[src/gpfs_pkg.sv]
// package: constants, types and register map for the general pin function select block
package gpfs_pkg;

  // ==========================================================================
  // register map (byte addresses on ahb-lite)
  // ==========================================================================
  localparam logic [7:0] CTRL_OFS = 8'h00; // bit0 alter designation flag, bit1 apply strobe
  localparam logic [7:0] PIN_B_OFS = 8'h04;
  localparam logic [7:0] PIN_C_OFS = 8'h08;
  localparam logic [7:0] PIN_D_OFS = 8'h0C;
  localparam logic [7:0] STAT_OFS = 8'h10; // synced levels of pins b, c and d in bits 0 to 2

  // ==========================================================================
  // settings byte layout
  // ==========================================================================
  localparam int DESIG_LSB = 0;
  localparam int DIR_BIT = 3;
  localparam int VAL_BIT = 4;
  localparam int ALTER_BIT = 0;
  localparam int APPLY_BIT = 1;
  localparam logic [7:0] SETTING_RST = 8'h08; // gpio input after reset

  // ==========================================================================
  // designation codes
  // ==========================================================================
  localparam logic [2:0] DES_GPIO = 3'h0;
  localparam logic [2:0] DES_DED = 3'h1;
  localparam logic [2:0] DES_ALT0 = 3'h2;
  localparam logic [2:0] DES_ALT1 = 3'h3;
  localparam logic [2:0] DES_ALT2 = 3'h4;

  // per pin selected function after decode
  typedef enum logic [2:0] {
    GPFS_FN_GPIO = 3'b000,
    GPFS_FN_DED = 3'b001,
    GPFS_FN_ALT0 = 3'b010,
    GPFS_FN_ALT1 = 3'b011,
    GPFS_FN_ALT2 = 3'b100,
    GPFS_FN_NONE = 3'b111
  } gpfs_fn_t;

  // pad drive bundle
  typedef struct packed {
    logic out;
    logic oe;
  } gpfs_pad_t;

  // ahb address phase capture
  typedef struct packed {
    logic valid;
    logic write;
    logic [7:0] addr;
  } gpfs_aphase_t;

endpackage

[src/gpfs_sync.sv]
// three flop pin synchroniser that updates once flops two and three agree
module gpfs_sync (
  input wire logic hclk,
  input wire logic hresetn,
  input wire logic pin_in,
  output logic pin_sync
);
  logic [2:0] stage;
  logic [2:0] next_stage;
  logic next_pin_sync;

  // ==========================================================================
  // shift and agree
  // ==========================================================================
  always_comb begin
    next_stage = {stage[1:0], pin_in};
    next_pin_sync = (stage[2] == stage[1]) ? stage[2] : pin_sync;
  end

  // flop one feeds flop two only
  always_ff @(posedge hclk or negedge hresetn) begin
    if (!hresetn) begin
      stage <= 3'h0;
      pin_sync <= 1'b0;
    end else begin
      stage <= next_stage;
      pin_sync <= next_pin_sync;
    end
  end
endmodule // gpfs_sync

[src/gpfs_pin_route.sv]
// one general pin: decodes its settings byte and chooses the pad drive
module gpfs_pin_route #(
  parameter logic [2:0] MAX_CODE = 3'h3
) (
  input wire logic [7:0] setting,
  input wire logic fn_ded,
  input wire logic fn_alt1,
  input wire logic fn_alt2_in,
  output gpfs_pkg::gpfs_fn_t fn,
  output gpfs_pkg::gpfs_pad_t pad
);
  logic [2:0] code;
  assign code = setting[gpfs_pkg::DESIG_LSB +: 3];

  // ==========================================================================
  // decode and drive
  // ==========================================================================
  // codes above the pin's last one are left undriven as inputs
  always_comb begin
    fn = gpfs_pkg::GPFS_FN_NONE;
    pad = '0;
    if (code <= MAX_CODE) begin
      fn = gpfs_pkg::gpfs_fn_t'(code);
    end
    unique case (fn)
      gpfs_pkg::GPFS_FN_GPIO: begin
        pad.oe = ~setting[gpfs_pkg::DIR_BIT];
        pad.out = setting[gpfs_pkg::VAL_BIT];
      end
      gpfs_pkg::GPFS_FN_DED: begin
        pad.oe = 1'b1;
        pad.out = fn_ded;
      end
      gpfs_pkg::GPFS_FN_ALT1: begin
        pad.oe = 1'b1;
        pad.out = fn_alt1;
      end
      // analog and edge detect inputs keep the digital driver off
      gpfs_pkg::GPFS_FN_ALT0, gpfs_pkg::GPFS_FN_ALT2, gpfs_pkg::GPFS_FN_NONE: begin
        pad.oe = 1'b0;
        pad.out = fn_alt2_in & 1'b0;
      end
    endcase
  end
endmodule // gpfs_pin_route

[src/gpfs_top.sv]
// top of the general pin function select block with its ahb-lite register slave
// Notes on behaviour
// - pin b code 000 gpio, 001 clock out, 010 analog in one, 011 tx activity, 100 edge detect.
// - pin c code 000 gpio, 001 usb configured indicator, 010 analog in two, 011 analog out one.
// - pin d code 000 gpio, 001 i2c activity, 010 analog in three, 011 analog out two.
// - a pin in gpio output mode drives the level of bit 4 of its settings byte.
// - bit 3 set makes a gpio pin an input, clear makes it an output, only in gpio mode.
// - pin d uses the same byte layout with bit 4 as its output level.
// - new settings load only when the alter designation flag is one on an apply.
module gpfs_top (
  input wire logic hclk,
  input wire logic hresetn,
  input wire logic hsel,
  input wire logic [31:0] haddr,
  input wire logic [1:0] htrans,
  input wire logic hwrite,
  input wire logic [2:0] hsize,
  input wire logic [31:0] hwdata,
  input wire logic hready,
  output logic [31:0] hrdata,
  output logic hreadyout,
  output logic hresp,
  input wire logic clock_out_src,
  input wire logic serial_tx_activity_indicator,
  input wire logic usb_configured_indicator,
  input wire logic i2c_activity_indicator,
  input wire logic general_pin_b_in,
  output logic general_pin_b_out,
  output logic general_pin_b_oe,
  input wire logic general_pin_c_in,
  output logic general_pin_c_out,
  output logic general_pin_c_oe,
  input wire logic general_pin_d_in,
  output logic general_pin_d_out,
  output logic general_pin_d_oe,
  output logic analog_input_one,
  output logic analog_input_two,
  output logic analog_input_three,
  output logic analog_output_one,
  output logic analog_output_two,
  output logic edge_detect_en,
  output logic edge_detect_level
);

  // ==========================================================================
  // ahb-lite slave: zero wait states, always okay
  // ==========================================================================
  gpfs_pkg::gpfs_aphase_t aph;
  gpfs_pkg::gpfs_aphase_t next_aph;
  // staged bytes are what software last wrote; active bytes drive the pins
  logic [7:0] stage_b;
  logic [7:0] stage_c;
  logic [7:0] stage_d;
  logic [7:0] next_stage_b;
  logic [7:0] next_stage_c;
  logic [7:0] next_stage_d;
  logic [7:0] set_b;
  logic [7:0] set_c;
  logic [7:0] set_d;
  logic [7:0] next_set_b;
  logic [7:0] next_set_c;
  logic [7:0] next_set_d;
  logic alter_flag;
  logic next_alter_flag;
  logic [31:0] next_hrdata;
  logic sync_b;
  logic sync_c;
  logic sync_d;

  function automatic logic [31:0] rd_mux(input logic [7:0] a, input logic [7:0] sb,
      input logic [7:0] sc, input logic [7:0] sd, input logic alt, input logic [7:0] stat);
    unique case (a)
      gpfs_pkg::CTRL_OFS: rd_mux = {31'h0, alt};
      gpfs_pkg::PIN_B_OFS: rd_mux = {24'h0, sb};
      gpfs_pkg::PIN_C_OFS: rd_mux = {24'h0, sc};
      gpfs_pkg::PIN_D_OFS: rd_mux = {24'h0, sd};
      gpfs_pkg::STAT_OFS: rd_mux = {24'h0, stat};
      default: rd_mux = 32'h0;
    endcase
  endfunction

  logic apply;
  logic [7:0] status;
  assign status = {5'h0, sync_d, sync_c, sync_b};

  // address phase capture, staging writes, reads answered from the registered data
  always_comb begin
    next_aph.valid = hsel & hready & htrans[1];
    next_aph.write = hwrite;
    next_aph.addr = haddr[7:0];
    next_stage_b = stage_b;
    next_stage_c = stage_c;
    next_stage_d = stage_d;
    next_alter_flag = alter_flag;
    apply = 1'b0;
    next_hrdata = hrdata;
    if (aph.valid & aph.write) begin
      unique case (aph.addr)
        gpfs_pkg::CTRL_OFS: begin
          next_alter_flag = hwdata[gpfs_pkg::ALTER_BIT];
          apply = hwdata[gpfs_pkg::APPLY_BIT];
        end
        gpfs_pkg::PIN_B_OFS: next_stage_b = hwdata[7:0];
        gpfs_pkg::PIN_C_OFS: next_stage_c = hwdata[7:0];
        gpfs_pkg::PIN_D_OFS: next_stage_d = hwdata[7:0];
        default: next_alter_flag = alter_flag; // unmapped: ignored, okay
      endcase
    end
    // read from the next values so a read right behind a write sees the new data
    if (hsel & hready & htrans[1] & ~hwrite) begin
      next_hrdata = rd_mux(haddr[7:0], next_stage_b, next_stage_c, next_stage_d,
        next_alter_flag, status);
    end
  end

  // active settings follow staging only on apply with alter flag set
  always_comb begin
    next_set_b = set_b;
    next_set_c = set_c;
    next_set_d = set_d;
    if (apply && hwdata[gpfs_pkg::ALTER_BIT]) begin
      next_set_b = stage_b;
      next_set_c = stage_c;
      next_set_d = stage_d;
    end
  end

  always_ff @(posedge hclk or negedge hresetn) begin
    if (!hresetn) begin
      aph <= '0;
      stage_b <= gpfs_pkg::SETTING_RST;
      stage_c <= gpfs_pkg::SETTING_RST;
      stage_d <= gpfs_pkg::SETTING_RST;
      set_b <= gpfs_pkg::SETTING_RST;
      set_c <= gpfs_pkg::SETTING_RST;
      set_d <= gpfs_pkg::SETTING_RST;
      alter_flag <= 1'b0;
      hrdata <= 32'h0;
    end else begin
      aph <= next_aph;
      stage_b <= next_stage_b;
      stage_c <= next_stage_c;
      stage_d <= next_stage_d;
      set_b <= next_set_b;
      set_c <= next_set_c;
      set_d <= next_set_d;
      alter_flag <= next_alter_flag;
      hrdata <= next_hrdata;
    end
  end

  // never stalls: every register answers from flops in the data phase
  assign hreadyout = 1'b1;
  assign hresp = 1'b0;

  // ==========================================================================
  // pin inputs and routing
  // ==========================================================================
  gpfs_sync u_sync_b (
    .hclk(hclk),
    .hresetn(hresetn),
    .pin_in(general_pin_b_in),
    .pin_sync(sync_b)
  );
  gpfs_sync u_sync_c (
    .hclk(hclk),
    .hresetn(hresetn),
    .pin_in(general_pin_c_in),
    .pin_sync(sync_c)
  );
  gpfs_sync u_sync_d (
    .hclk(hclk),
    .hresetn(hresetn),
    .pin_in(general_pin_d_in),
    .pin_sync(sync_d)
  );

  gpfs_pkg::gpfs_fn_t fn_b, fn_c, fn_d;
  gpfs_pkg::gpfs_pad_t pad_b, pad_c, pad_d;
  logic next_analog_input_one;
  logic next_analog_input_two;
  logic next_analog_input_three;
  logic next_analog_output_one;
  logic next_analog_output_two;
  logic next_edge_detect_en;
  logic next_edge_detect_level;

  // function flags follow the decoded designation of the active bytes
  always_comb begin
    next_analog_input_one = (fn_b == gpfs_pkg::GPFS_FN_ALT0);
    next_analog_input_two = (fn_c == gpfs_pkg::GPFS_FN_ALT0);
    next_analog_input_three = (fn_d == gpfs_pkg::GPFS_FN_ALT0);
    next_analog_output_one = (fn_c == gpfs_pkg::GPFS_FN_ALT1);
    next_analog_output_two = (fn_d == gpfs_pkg::GPFS_FN_ALT1);
    next_edge_detect_en = (fn_b == gpfs_pkg::GPFS_FN_ALT2);
    next_edge_detect_level = sync_b;
  end

  // direction and level bits only matter in gpio mode
  gpfs_pin_route #(.MAX_CODE(gpfs_pkg::DES_ALT2)) u_route_b (
    .setting(set_b),
    .fn_ded(clock_out_src),
    .fn_alt1(serial_tx_activity_indicator),
    .fn_alt2_in(sync_b),
    .fn(fn_b),
    .pad(pad_b)
  );
  gpfs_pin_route #(.MAX_CODE(gpfs_pkg::DES_ALT1)) u_route_c (
    .setting(set_c),
    .fn_ded(usb_configured_indicator),
    .fn_alt1(1'b0),
    .fn_alt2_in(1'b0),
    .fn(fn_c),
    .pad(pad_c)
  );
  gpfs_pin_route #(.MAX_CODE(gpfs_pkg::DES_ALT1)) u_route_d (
    .setting(set_d),
    .fn_ded(i2c_activity_indicator),
    .fn_alt1(1'b0),
    .fn_alt2_in(1'b0),
    .fn(fn_d),
    .pad(pad_d)
  );

  // all pad and analog controls are registered; one cycle after the settings update
  always_ff @(posedge hclk or negedge hresetn) begin
    if (!hresetn) begin
      general_pin_b_out <= 1'b0;
      general_pin_b_oe <= 1'b0;
      general_pin_c_out <= 1'b0;
      general_pin_c_oe <= 1'b0;
      general_pin_d_out <= 1'b0;
      general_pin_d_oe <= 1'b0;
      analog_input_one <= 1'b0;
      analog_input_two <= 1'b0;
      analog_input_three <= 1'b0;
      analog_output_one <= 1'b0;
      analog_output_two <= 1'b0;
      edge_detect_en <= 1'b0;
      edge_detect_level <= 1'b0;
    end else begin
      general_pin_b_out <= pad_b.out;
      general_pin_b_oe <= pad_b.oe;
      general_pin_c_out <= pad_c.out;
      general_pin_c_oe <= pad_c.oe;
      general_pin_d_out <= pad_d.out;
      general_pin_d_oe <= pad_d.oe;
      analog_input_one <= next_analog_input_one;
      analog_input_two <= next_analog_input_two;
      analog_input_three <= next_analog_input_three;
      analog_output_one <= next_analog_output_one;
      analog_output_two <= next_analog_output_two;
      edge_detect_en <= next_edge_detect_en;
      edge_detect_level <= next_edge_detect_level;
    end
  end
endmodule // gpfs_top

[config.mk]
export PLATFORM = sky130hd
export DESIGN_NAME = gpfs_top
export DESIGN_NICKNAME = d
export VERILOG_FILES = /design/src/gpfs_pkg.sv /design/src/gpfs_sync.sv /design/src/gpfs_pin_route.sv /design/src/gpfs_top.sv
export SDC_FILE = /design/constraint.sdc
export NUM_CORES = 1
export LEC_CHECK = 0
export ABC_CLOCK_PERIOD_IN_PS = 2000
export BUFFER_PORTS_ARGS = -buffer_cell sky130_fd_sc_hd__buf_2
export CAP_MARGIN = 15
export CELL_PAD_IN_SITES_DETAIL_PLACEMENT = 1
export CELL_PAD_IN_SITES_GLOBAL_PLACEMENT = 2
export CORE_MARGIN = 2
export CORE_UTILIZATION = 30
export CTS_CLUSTER_DIAMETER = 80
export CTS_CLUSTER_SIZE = 30
export DETAILED_ROUTE_END_ITERATION = 8
export GPL_TIMING_DRIVEN = 0
export MAX_ROUTING_LAYER = met4
export PLACE_DENSITY_LB_ADDON = 0.1
export SLEW_MARGIN = 20
export SYNTH_ARGS = -nofsm -noshare
export SYNTH_HDL_FRONTEND = slang
export SYNTH_HIERARCHICAL = 1
export SYNTH_SLANG_ARGS = --single-unit
[constraint.sdc]
create_clock -name hclk -period 2 [get_ports hclk]
set_input_delay 0.4 -clock hclk [delete_from_list [all_inputs] [get_ports hclk]]
set_output_delay 0.4 -clock hclk [all_outputs]
set_load 0.01 [all_outputs]
==> results of run 1 <==
==> layout make-up <==
cell class	count	area share, %
Buffer	36	5.61
Clock buffer	10	5.01
Inverter	10	0.786
Clock inverter	6	1.36
Sequential cell	83	43.7
Tap cell	147	3.85
Multi-Input combinational cell	174	30.9
Timing Repair Buffer	67	8.83
==> path summary, 6_finish.rpt <==
check,slack (ps),from,to
setup / recovery,-130,aph[6],hrdata[5]
hold reg to reg,350,u_sync_d/stage[0],u_sync_d/stage[1]
max in group asynchronous,820,hresetn,stage_c[3]
hold / removal,160,general_pin_b_in,u_sync_b/stage[0]
setup reg to reg,-130,aph[6],hrdata[5]
min in group asynchronous,530,hresetn,analog_output_two
==> timing repair <==
action                                  CTS  global route
hold endpoints to repair                 26             0
endpoints found under the setup margin   22            23
gates resized for setup                  24            14
pin swaps                                18            10
hold buffers                              1             0
buffers inserted                         12             4
==> metal layers <==
metal,share of wire (%),global-route usage [%],wire (µm)
met1,46,18.5,3800
met2,48,21.2,3990
met3,3.8,2.82,317
met4,1.6,7.32,135
met5,0,-,0
==> sequential cells by signal (all words and copies together), names as in the netlist, 5 cells and up <==
signal	count
set_c	5
set_b	5
stage_d	8
aph	10
stage_c	8
hrdata	8
stage_b	8
set_d	5
==> cell usage in the layout (no fill, tap or decap), drive strengths merged, types with 3 or more instances in the layout <==
| cell | count |
|---|---|
| nand2 | 12 |
| buf | 94 |
| a21oi | 8 |
| conb | 28 |
| maj3 | 3 |
| mux2i | 10 |
| dfstp | 6 |
| nand4b | 3 |
| o21ai | 4 |
| a211oi | 3 |
| clkinv | 4 |
| inv | 10 |
| nand2b | 5 |
| clkbuf | 18 |
| mux2 | 32 |
| a22oi | 3 |
| and2 | 3 |
| or2 | 5 |
| dfrtp | 77 |
| nor2 | 10 |
| nand3 | 3 |
| nor3b | 5 |
| a222oi | 3 |
==> power groups by stage <==
stage                     combinational, mW  sequential [mW]  clock, mW
after CTS                             0.253             1.77       1.75
after global placement                0.224             1.80          0
after floorplan                       0.124             1.80          0
final                                 0.254             1.77       1.69
after global routing                  0.284             1.78       1.82
after detailed placement              0.235             1.80          0
==> worst register-to-register path, stage by stage (launching register included) <==
cell and delay, ps:
dfrtp_1 380, buf_6 120, nor4_4 290, buf_4 180, nand4_1 100, buf_6 170
mux2_2 280, a222oi_1 370, o21ai_1 100
==> stage by stage <==
stage | hold slack [ps] | TNS (ps)
4_1_cts | 139 | -2180
6_report | 158 | -1190
3_5_place_dp | 340 | -5210
5_1_grt | 149 | -2830
2_1_floorplan | 104 | -201
3_3_place_gp | 338 | -24110
==> out/metrics.cfg, run 1 <==
[die]
die_area_um2 = 13000
pin_count = 128
core_um2 = 11900
fp-row-count = 40
initial_core_util_pct = 30.4
die_w_um = 114
die_h_um = 114

[run_status]
violations = negative setup slack
outcome = finished with violations

[pwr]
seq_power_share_pct = 47.8
power.switching_mw = 0.856
p_per_area_nw_per_um2 = 778
power.internal_mw = 2.86
p_leak_nw = 2.34
clockPowerShare_pct = 45.4
ir_drop_uv = 314
sw_frac_of_total_pct = 23.1
p_comb_share_pct = 6.8
total_power_mw = 3.71

[critical_path]
cp_num_buf_inv = 3
slowest_delay_ps = 380
arrival_ps = 2330
setup.worst_path.start_class = flop
rr_worst_depth = 8
endpoint_kind = flop
path_depth = 8
worstSetupPathType = flop to flop
critPathSlowestCell = dfrtp_1
critPathRequiredTime_ps = 2200
critPathMaxFanout = 3
crit_family = buffers and inverters
crit_path_frequent_cell = buf_6
worstPathCellList = buf_6, nor4_4, buf_4, nand4_1, buf_6, mux2_2, a222oi_1, o21ai_1

[global_routing]
antenna_found_initial = 0
grt_pass1_wl_mm = 13.4
overflow = 0
grt_pass1_vias = 2438
grt_max_degree = 57
grt.total_usage_pct = 14.3

[clock_tree]
clkTransAtPathRegs_ps = 60
cts_made_buffers = 9
clk_latency_ps = 340
cts_tree = done
cts_max_level = 3
clock-sinks = 83
clockBufferDepth = 2
root_buffer = clkbuf_16

[timing]
skew_ps = 5.46
max_freq_ghz = 0.470
setup_viol = 21
slew_headroom_pct = 58.3
slew_violations = 0
min_period_ps = 2130
worstMarginPinSlew_ps = 624
final.setup.worst_slack_ps = -129
rsz0062_at_grt = true
hold_violations = 0
final.period_utilization_pct = 106

[synthesis]
syn_inst = 277
synth_area_um2 = 3620
synth_warnings = 6
syn_avg_cell_area_um2 = 13.1

[placed_design]
pre_cts_slack_ps = -638
placed_area_um2 = 4190
hpwl_mm = 5.72
gp_congestion = 0.745
portBuffers = 49
dp_cells = 500

[worst_hold_path]
holdPathStages = 1
worstHoldPathType = input pin to flop

[detailed_routing]
vias = 2371
wl_mm = 8.24
drc = 0
drt-pass1-iter-count = 4
viasPerCell = 4.45
wl_per_cell_um = 15.5
drt_iter0_markers = 137
ant_nets = 0

[layout]
syn2layout_area_growth_pct = 31.8
multi_input_area_um2 = 1480
drive_above_1_share_pct = 45.9
nFillCells = 1295
final_cells = 533
final_nets = 462
final_util_pct = 40.1
num_antenna_cells = 0
final_area_um2 = 4770
regArea_um2 = 2080

[flow_run]
timing.max_cap.violations = 0

Note: power is estimated with default switching activity, not from simulation.
==> inputs of run 2 (changes only) <==
--- a/config.mk
+++ b/config.mk
@@ -8,16 +8,16 @@
 export ABC_CLOCK_PERIOD_IN_PS = 2000
 export BUFFER_PORTS_ARGS = -buffer_cell sky130_fd_sc_hd__buf_2
 export CAP_MARGIN = 15
-export CELL_PAD_IN_SITES_DETAIL_PLACEMENT = 1
-export CELL_PAD_IN_SITES_GLOBAL_PLACEMENT = 2
 export CORE_MARGIN = 2
-export CORE_UTILIZATION = 30
+export CORE_UTILIZATION = 38
+export CTS_BUF_LIST = sky130_fd_sc_hd__clkbuf_2 sky130_fd_sc_hd__clkbuf_4 sky130_fd_sc_hd__clkbuf_8
 export CTS_CLUSTER_DIAMETER = 80
 export CTS_CLUSTER_SIZE = 30
 export DETAILED_ROUTE_END_ITERATION = 8
 export GPL_TIMING_DRIVEN = 0
 export MAX_ROUTING_LAYER = met4
-export PLACE_DENSITY_LB_ADDON = 0.1
+export PLACE_DENSITY = 0.65
+export SKIP_CTS_REPAIR_TIMING = 1
 export SLEW_MARGIN = 20
 export SYNTH_ARGS = -nofsm -noshare
 export SYNTH_HDL_FRONTEND = slang
==> out/metrics.cfg, run 2 (same netlist as run 1, synthesis figures left out) <==
[run_status]
outcome = finished with violations
violations = negative setup slack

[layout]
final_cell_mix = 77 x dfrtp_1, 48 x buf_2, 36 x buf_4, 28 x conb_1, 19 x mux2_2
layout.cells.most_common = dfrtp_1
num_antenna_cells = 0
multi_input_area_um2 = 1430
regArea_um2 = 2080
final_nets = 456
final_util_pct = 49.1
largest_reg_flops = 10
nFillCells = 849
drive_above_1_share_pct = 43.7
regMostFlops = aph
syn2layout_area_growth_pct = 25.2

[pwr]
clockPowerShare_pct = 37.6
total_power_mw = 3.22
ir_drop_uv = 396
p_per_area_nw_per_um2 = 710
sw_frac_of_total_pct = 23.7
power.switching_mw = 0.764
p_comb_share_pct = 7.5
power.internal_mw = 2.46
p_leak_nw = 2.22
seq_power_share_pct = 54.9

[global_routing]
grt_max_degree = 59
antenna_found_initial = 0
grt_pass1_wl_mm = 11.0
grt_pass1_vias = 2216
overflow = 0
grt.total_usage_pct = 14.4

[timing]
max_freq_ghz = 0.474
worstMarginPinSlew_ps = 566
rsz0062_at_grt = true
hold_violations = 0
slew_headroom_pct = 62.3
setup_viol = 14
slew_violations = 0
final.period_utilization_pct = 105
final.setup.worst_slack_ps = -110
whs_ps = 159
min_period_ps = 2110
skew_ps = 8.75

[placed_design]
portBuffers = 49
hpwl_mm = 4.95
pre_cts_slack_ps = -464
gp_congestion = 0.818

[clock_tree]
cts_tree = done
clockBufferDepth = 2
clk_latency_ps = 350
cts_max_level = 3
clkTransAtPathRegs_ps = 80
root_buffer = clkbuf_8
cts_made_buffers = 9
clock-sinks = 83

[flow_run]
timing.max_cap.violations = 0

[critical_path]
worstPathCellList = or4_4, or3_4, or2_1, a211o_1, o221ai_2
endpoint_kind = flop
cp_num_buf_inv = 0
arrival_ps = 2370
path_depth = 5
critPathRequiredTime_ps = 2260
rr_worst_depth = 5
setup.worst_path.start_class = flop
slowest_delay_ps = 530
worstSetupPathType = flop to flop
critPathSlowestCell = or4_4
critPathMaxFanout = 4
crit_family = simple AND/OR/NAND/NOR gates

[detailed_routing]
viasPerCell = 4.52
top_layer_used = met4
vias = 2301
wl_met2_mm = 3.27
wl_mm = 6.83
drc = 0
ant_nets = 0
drt-pass1-iter-count = 5
wl_per_cell_um = 13.4
m1WireLength_mm = 3.12
drt_iter0_markers = 88
met3_length_um = 359

[worst_hold_path]
worstHoldPathType = input pin to flop
holdPathStages = 1

[die]
pin_count = 128
die_area_um2 = 10300
initial_core_util_pct = 39.2
fp-row-count = 35
die_w_um = 102
core_um2 = 9240
die_h_um = 102

## run 2: layout make-up
type | instances | area share, %
Buffer | 36 | 5.65
Clock buffer | 10 | 3.03
Clock inverter | 6 | 1.41
Inverter | 10 | 0.827
Multi-Input combinational cell | 174 | 31.5
Sequential cell | 83 | 45.9
Tap cell | 129 | 3.56
Timing Repair Buffer | 61 | 8.03
## run 2: per-stage QoR
step                cells  TNS, ps  instance area [µm²]
global placement      481    -9490                 4130
CTS                   498    -3410                 4370
detailed placement    482    -4430                 4160
finish                509    -1200                 4540
floorplan             303     -201                 3730
global route          509    -2260                 4540
## run 2: power groups by stage
| stage | sequential, mW | clock, mW | combinational [mW] |
|---|---|---|---|
| 3_3_place_gp | 1.80 | 0 | 0.218 |
| 5_1_grt | 1.78 | 1.32 | 0.270 |
| 2_1_floorplan | 1.80 | 0 | 0.124 |
| 4_1_cts | 1.77 | 1.24 | 0.231 |
| 3_5_place_dp | 1.80 | 0 | 0.230 |
| 6_report | 1.77 | 1.21 | 0.240 |
## run 2: path summary, 6_finish.rpt
check	endpoint	slack (ps)	startpoint
hold / removal	u_sync_b/stage[0]	160	general_pin_b_in
max in group asynchronous	stage_b[3]	850	hresetn
min in group asynchronous	analog_output_two	510	hresetn
setup reg to reg	hrdata[0]	-110	aph[6]
hold reg to reg	u_sync_b/stage[1]	350	u_sync_b/stage[0]
setup / recovery	hrdata[0]	-110	aph[6]
## run 2: metal layers
metal / vias to the layer above / track usage, %
met3: 8 / 3.73
li1: 1123 / -
met1: 1099 / 18.2
met5: - / -
met2: 71 / 22.6
met4: 0 / 4.99
==> inputs of run 3 (changes only) <==
--- a/config.mk
+++ b/config.mk
@@ -8,6 +8,7 @@
 export ABC_CLOCK_PERIOD_IN_PS = 2000
 export BUFFER_PORTS_ARGS = -buffer_cell sky130_fd_sc_hd__buf_2
 export CAP_MARGIN = 15
+export CORE_ASPECT_RATIO = 1.1
 export CORE_MARGIN = 2
 export CORE_UTILIZATION = 38
 export CTS_BUF_LIST = sky130_fd_sc_hd__clkbuf_2 sky130_fd_sc_hd__clkbuf_4 sky130_fd_sc_hd__clkbuf_8
==> out/metrics.cfg, run 3 (same netlist as run 1, synthesis figures left out) <==
[global_routing]
grt_pass1_vias = 2260
antenna_found_initial = 0
grt_pass1_wl_mm = 11.2
grt_max_degree = 48
overflow = 0
grt.total_usage_pct = 14.4

[die]
core_um2 = 9310
die_w_um = 97.1
pin_count = 128
die_area_um2 = 10300
fp-row-count = 37
initial_core_util_pct = 38.9
die_h_um = 106

[pwr]
total_power_mw = 3.46
p_per_area_nw_per_um2 = 760
p_leak_nw = 2.26
ir_drop_uv = 384

[timing]
final.period_utilization_pct = 107
setup_viol = 16
finalSetupTns_ps = -1310
worstMarginPinSlew_ps = 530
hold_violations = 0
slew_headroom_pct = 64.6
final.setup.worst_slack_ps = -142
max_freq_ghz = 0.467
skew_ps = 14.8
slew_violations = 0
rsz0062_at_grt = true
min_period_ps = 2140

[detailed_routing]
drt-pass1-iter-count = 4
wl_mm = 7.02
wl_met2_mm = 3.47
wl_per_cell_um = 14.1
m1WireLength_mm = 3.05
top_layer_used = met4
met3_length_um = 375
drt_iter0_markers = 130
vias = 2352
ant_nets = 0
viasPerCell = 4.73
drc = 0

[layout]
largest_reg_flops = 10
syn2layout_area_growth_pct = 25.6
final_cell_mix = 77 x dfrtp_1, 49 x buf_2, 37 x buf_4, 28 x conb_1, 19 x mux2_2
layout.cells.most_common = dfrtp_1
num_antenna_cells = 0
regMostFlops = aph
final_nets = 456
drive_above_1_share_pct = 43.7

[flow_run]
timing.max_cap.violations = 0

[run_status]
outcome = finished with violations
violations = negative setup slack

[clock_tree]
clkTransAtPathRegs_ps = 80
cts_made_buffers = 9
root_buffer = clkbuf_8
clock-sinks = 83
clk_latency_ps = 360
clockBufferDepth = 2
cts_max_level = 3
cts_tree = done

[placed_design]
portBuffers = 49
hpwl_mm = 5.05
gp_congestion = 0.816

[critical_path]
worstPathCellList = or4_4, or3_4, or2_1, a211o_1, o221ai_2
critPathSlowestCell = or4_4
rr_worst_depth = 5
setup.worst_path.start_class = flop
timing.rr.start = aph[7]
critPathMaxFanout = 4
arrival_ps = 2410
r2r_end = hrdata[0]
slowest_delay_ps = 550
endpoint_kind = flop
cp_num_buf_inv = 0
critPathRequiredTime_ps = 2270
crit_family = simple AND/OR/NAND/NOR gates
r2r_setup_slack_ps = -140
worstSetupPathType = flop to flop

[worst_hold_path]
worstHoldPathType = input pin to async pin

-- run 3: where the power goes --
part / internal, mW / leakage, nW / switching [mW]
clock: 0.873 / 0.127 / 0.579
combinational: 0.106 / 1.12 / 0.129
sequential: 1.74 / 1.01 / 0.0345
total: 2.72 / 2.26 / 0.743
-- run 3: layout make-up --
type / count / area [µm²]
flip-flops and latches: 83 / 2080
plain buffers: 36 / 260
well taps: 117 / 146
clock buffers: 11 / 145
fillers: 831 / 4750
inverters: 10 / 37.5
clock inverters: 5 / 100
multi-input cells: 174 / 1420
repair buffers: 61 / 355
-- run 3: worst max path at each step --
stage / start / end / slack, ps / cells past startpoint
final: aph[7] / hrdata[0] / -140 / 5
after global routing: aph[0] / hrdata[0] / -200 / 6
after detailed placement: haddr[1] / hrdata[5] / -470 / 6
after CTS: aph[7] / hrdata[2] / -400 / 5
after global placement: haddr[1] / hrdata[5] / -470 / 6
after floorplan: aph[7] / set_b[0] / -20 / 6
-- run 3: worst register-to-register path, cell delays in order, from the launching register on --
cell	delay [ps]
dfrtp_1	410
or4_4	550
or3_4	380
or2_1	250
a211o_1	280
o221ai_2	200
-- run 3: metal layers --
metal / track usage (%) / vias to the layer above
met1: 18.0 / 1147
met4: 6.24 / 0
met5: - / -
met3: 3.68 / 12
li1: - / 1123
met2: 22.5 / 70
-- run 3: stage by stage --
stage               hold slack [ps]  instance area (µm²)  utilization [%]  instances  worst slack [ps]
finish                         1.74                 4550             48.9        497              -142
global route                   16.2                 4550             48.9        497              -199
CTS                            9.29                 4390             47.2        486              -404
detailed placement              339                 4150             44.6        470              -467
global placement                333                 4120             44.3        469              -466
floorplan                       104                 3730                -        303             -23.9
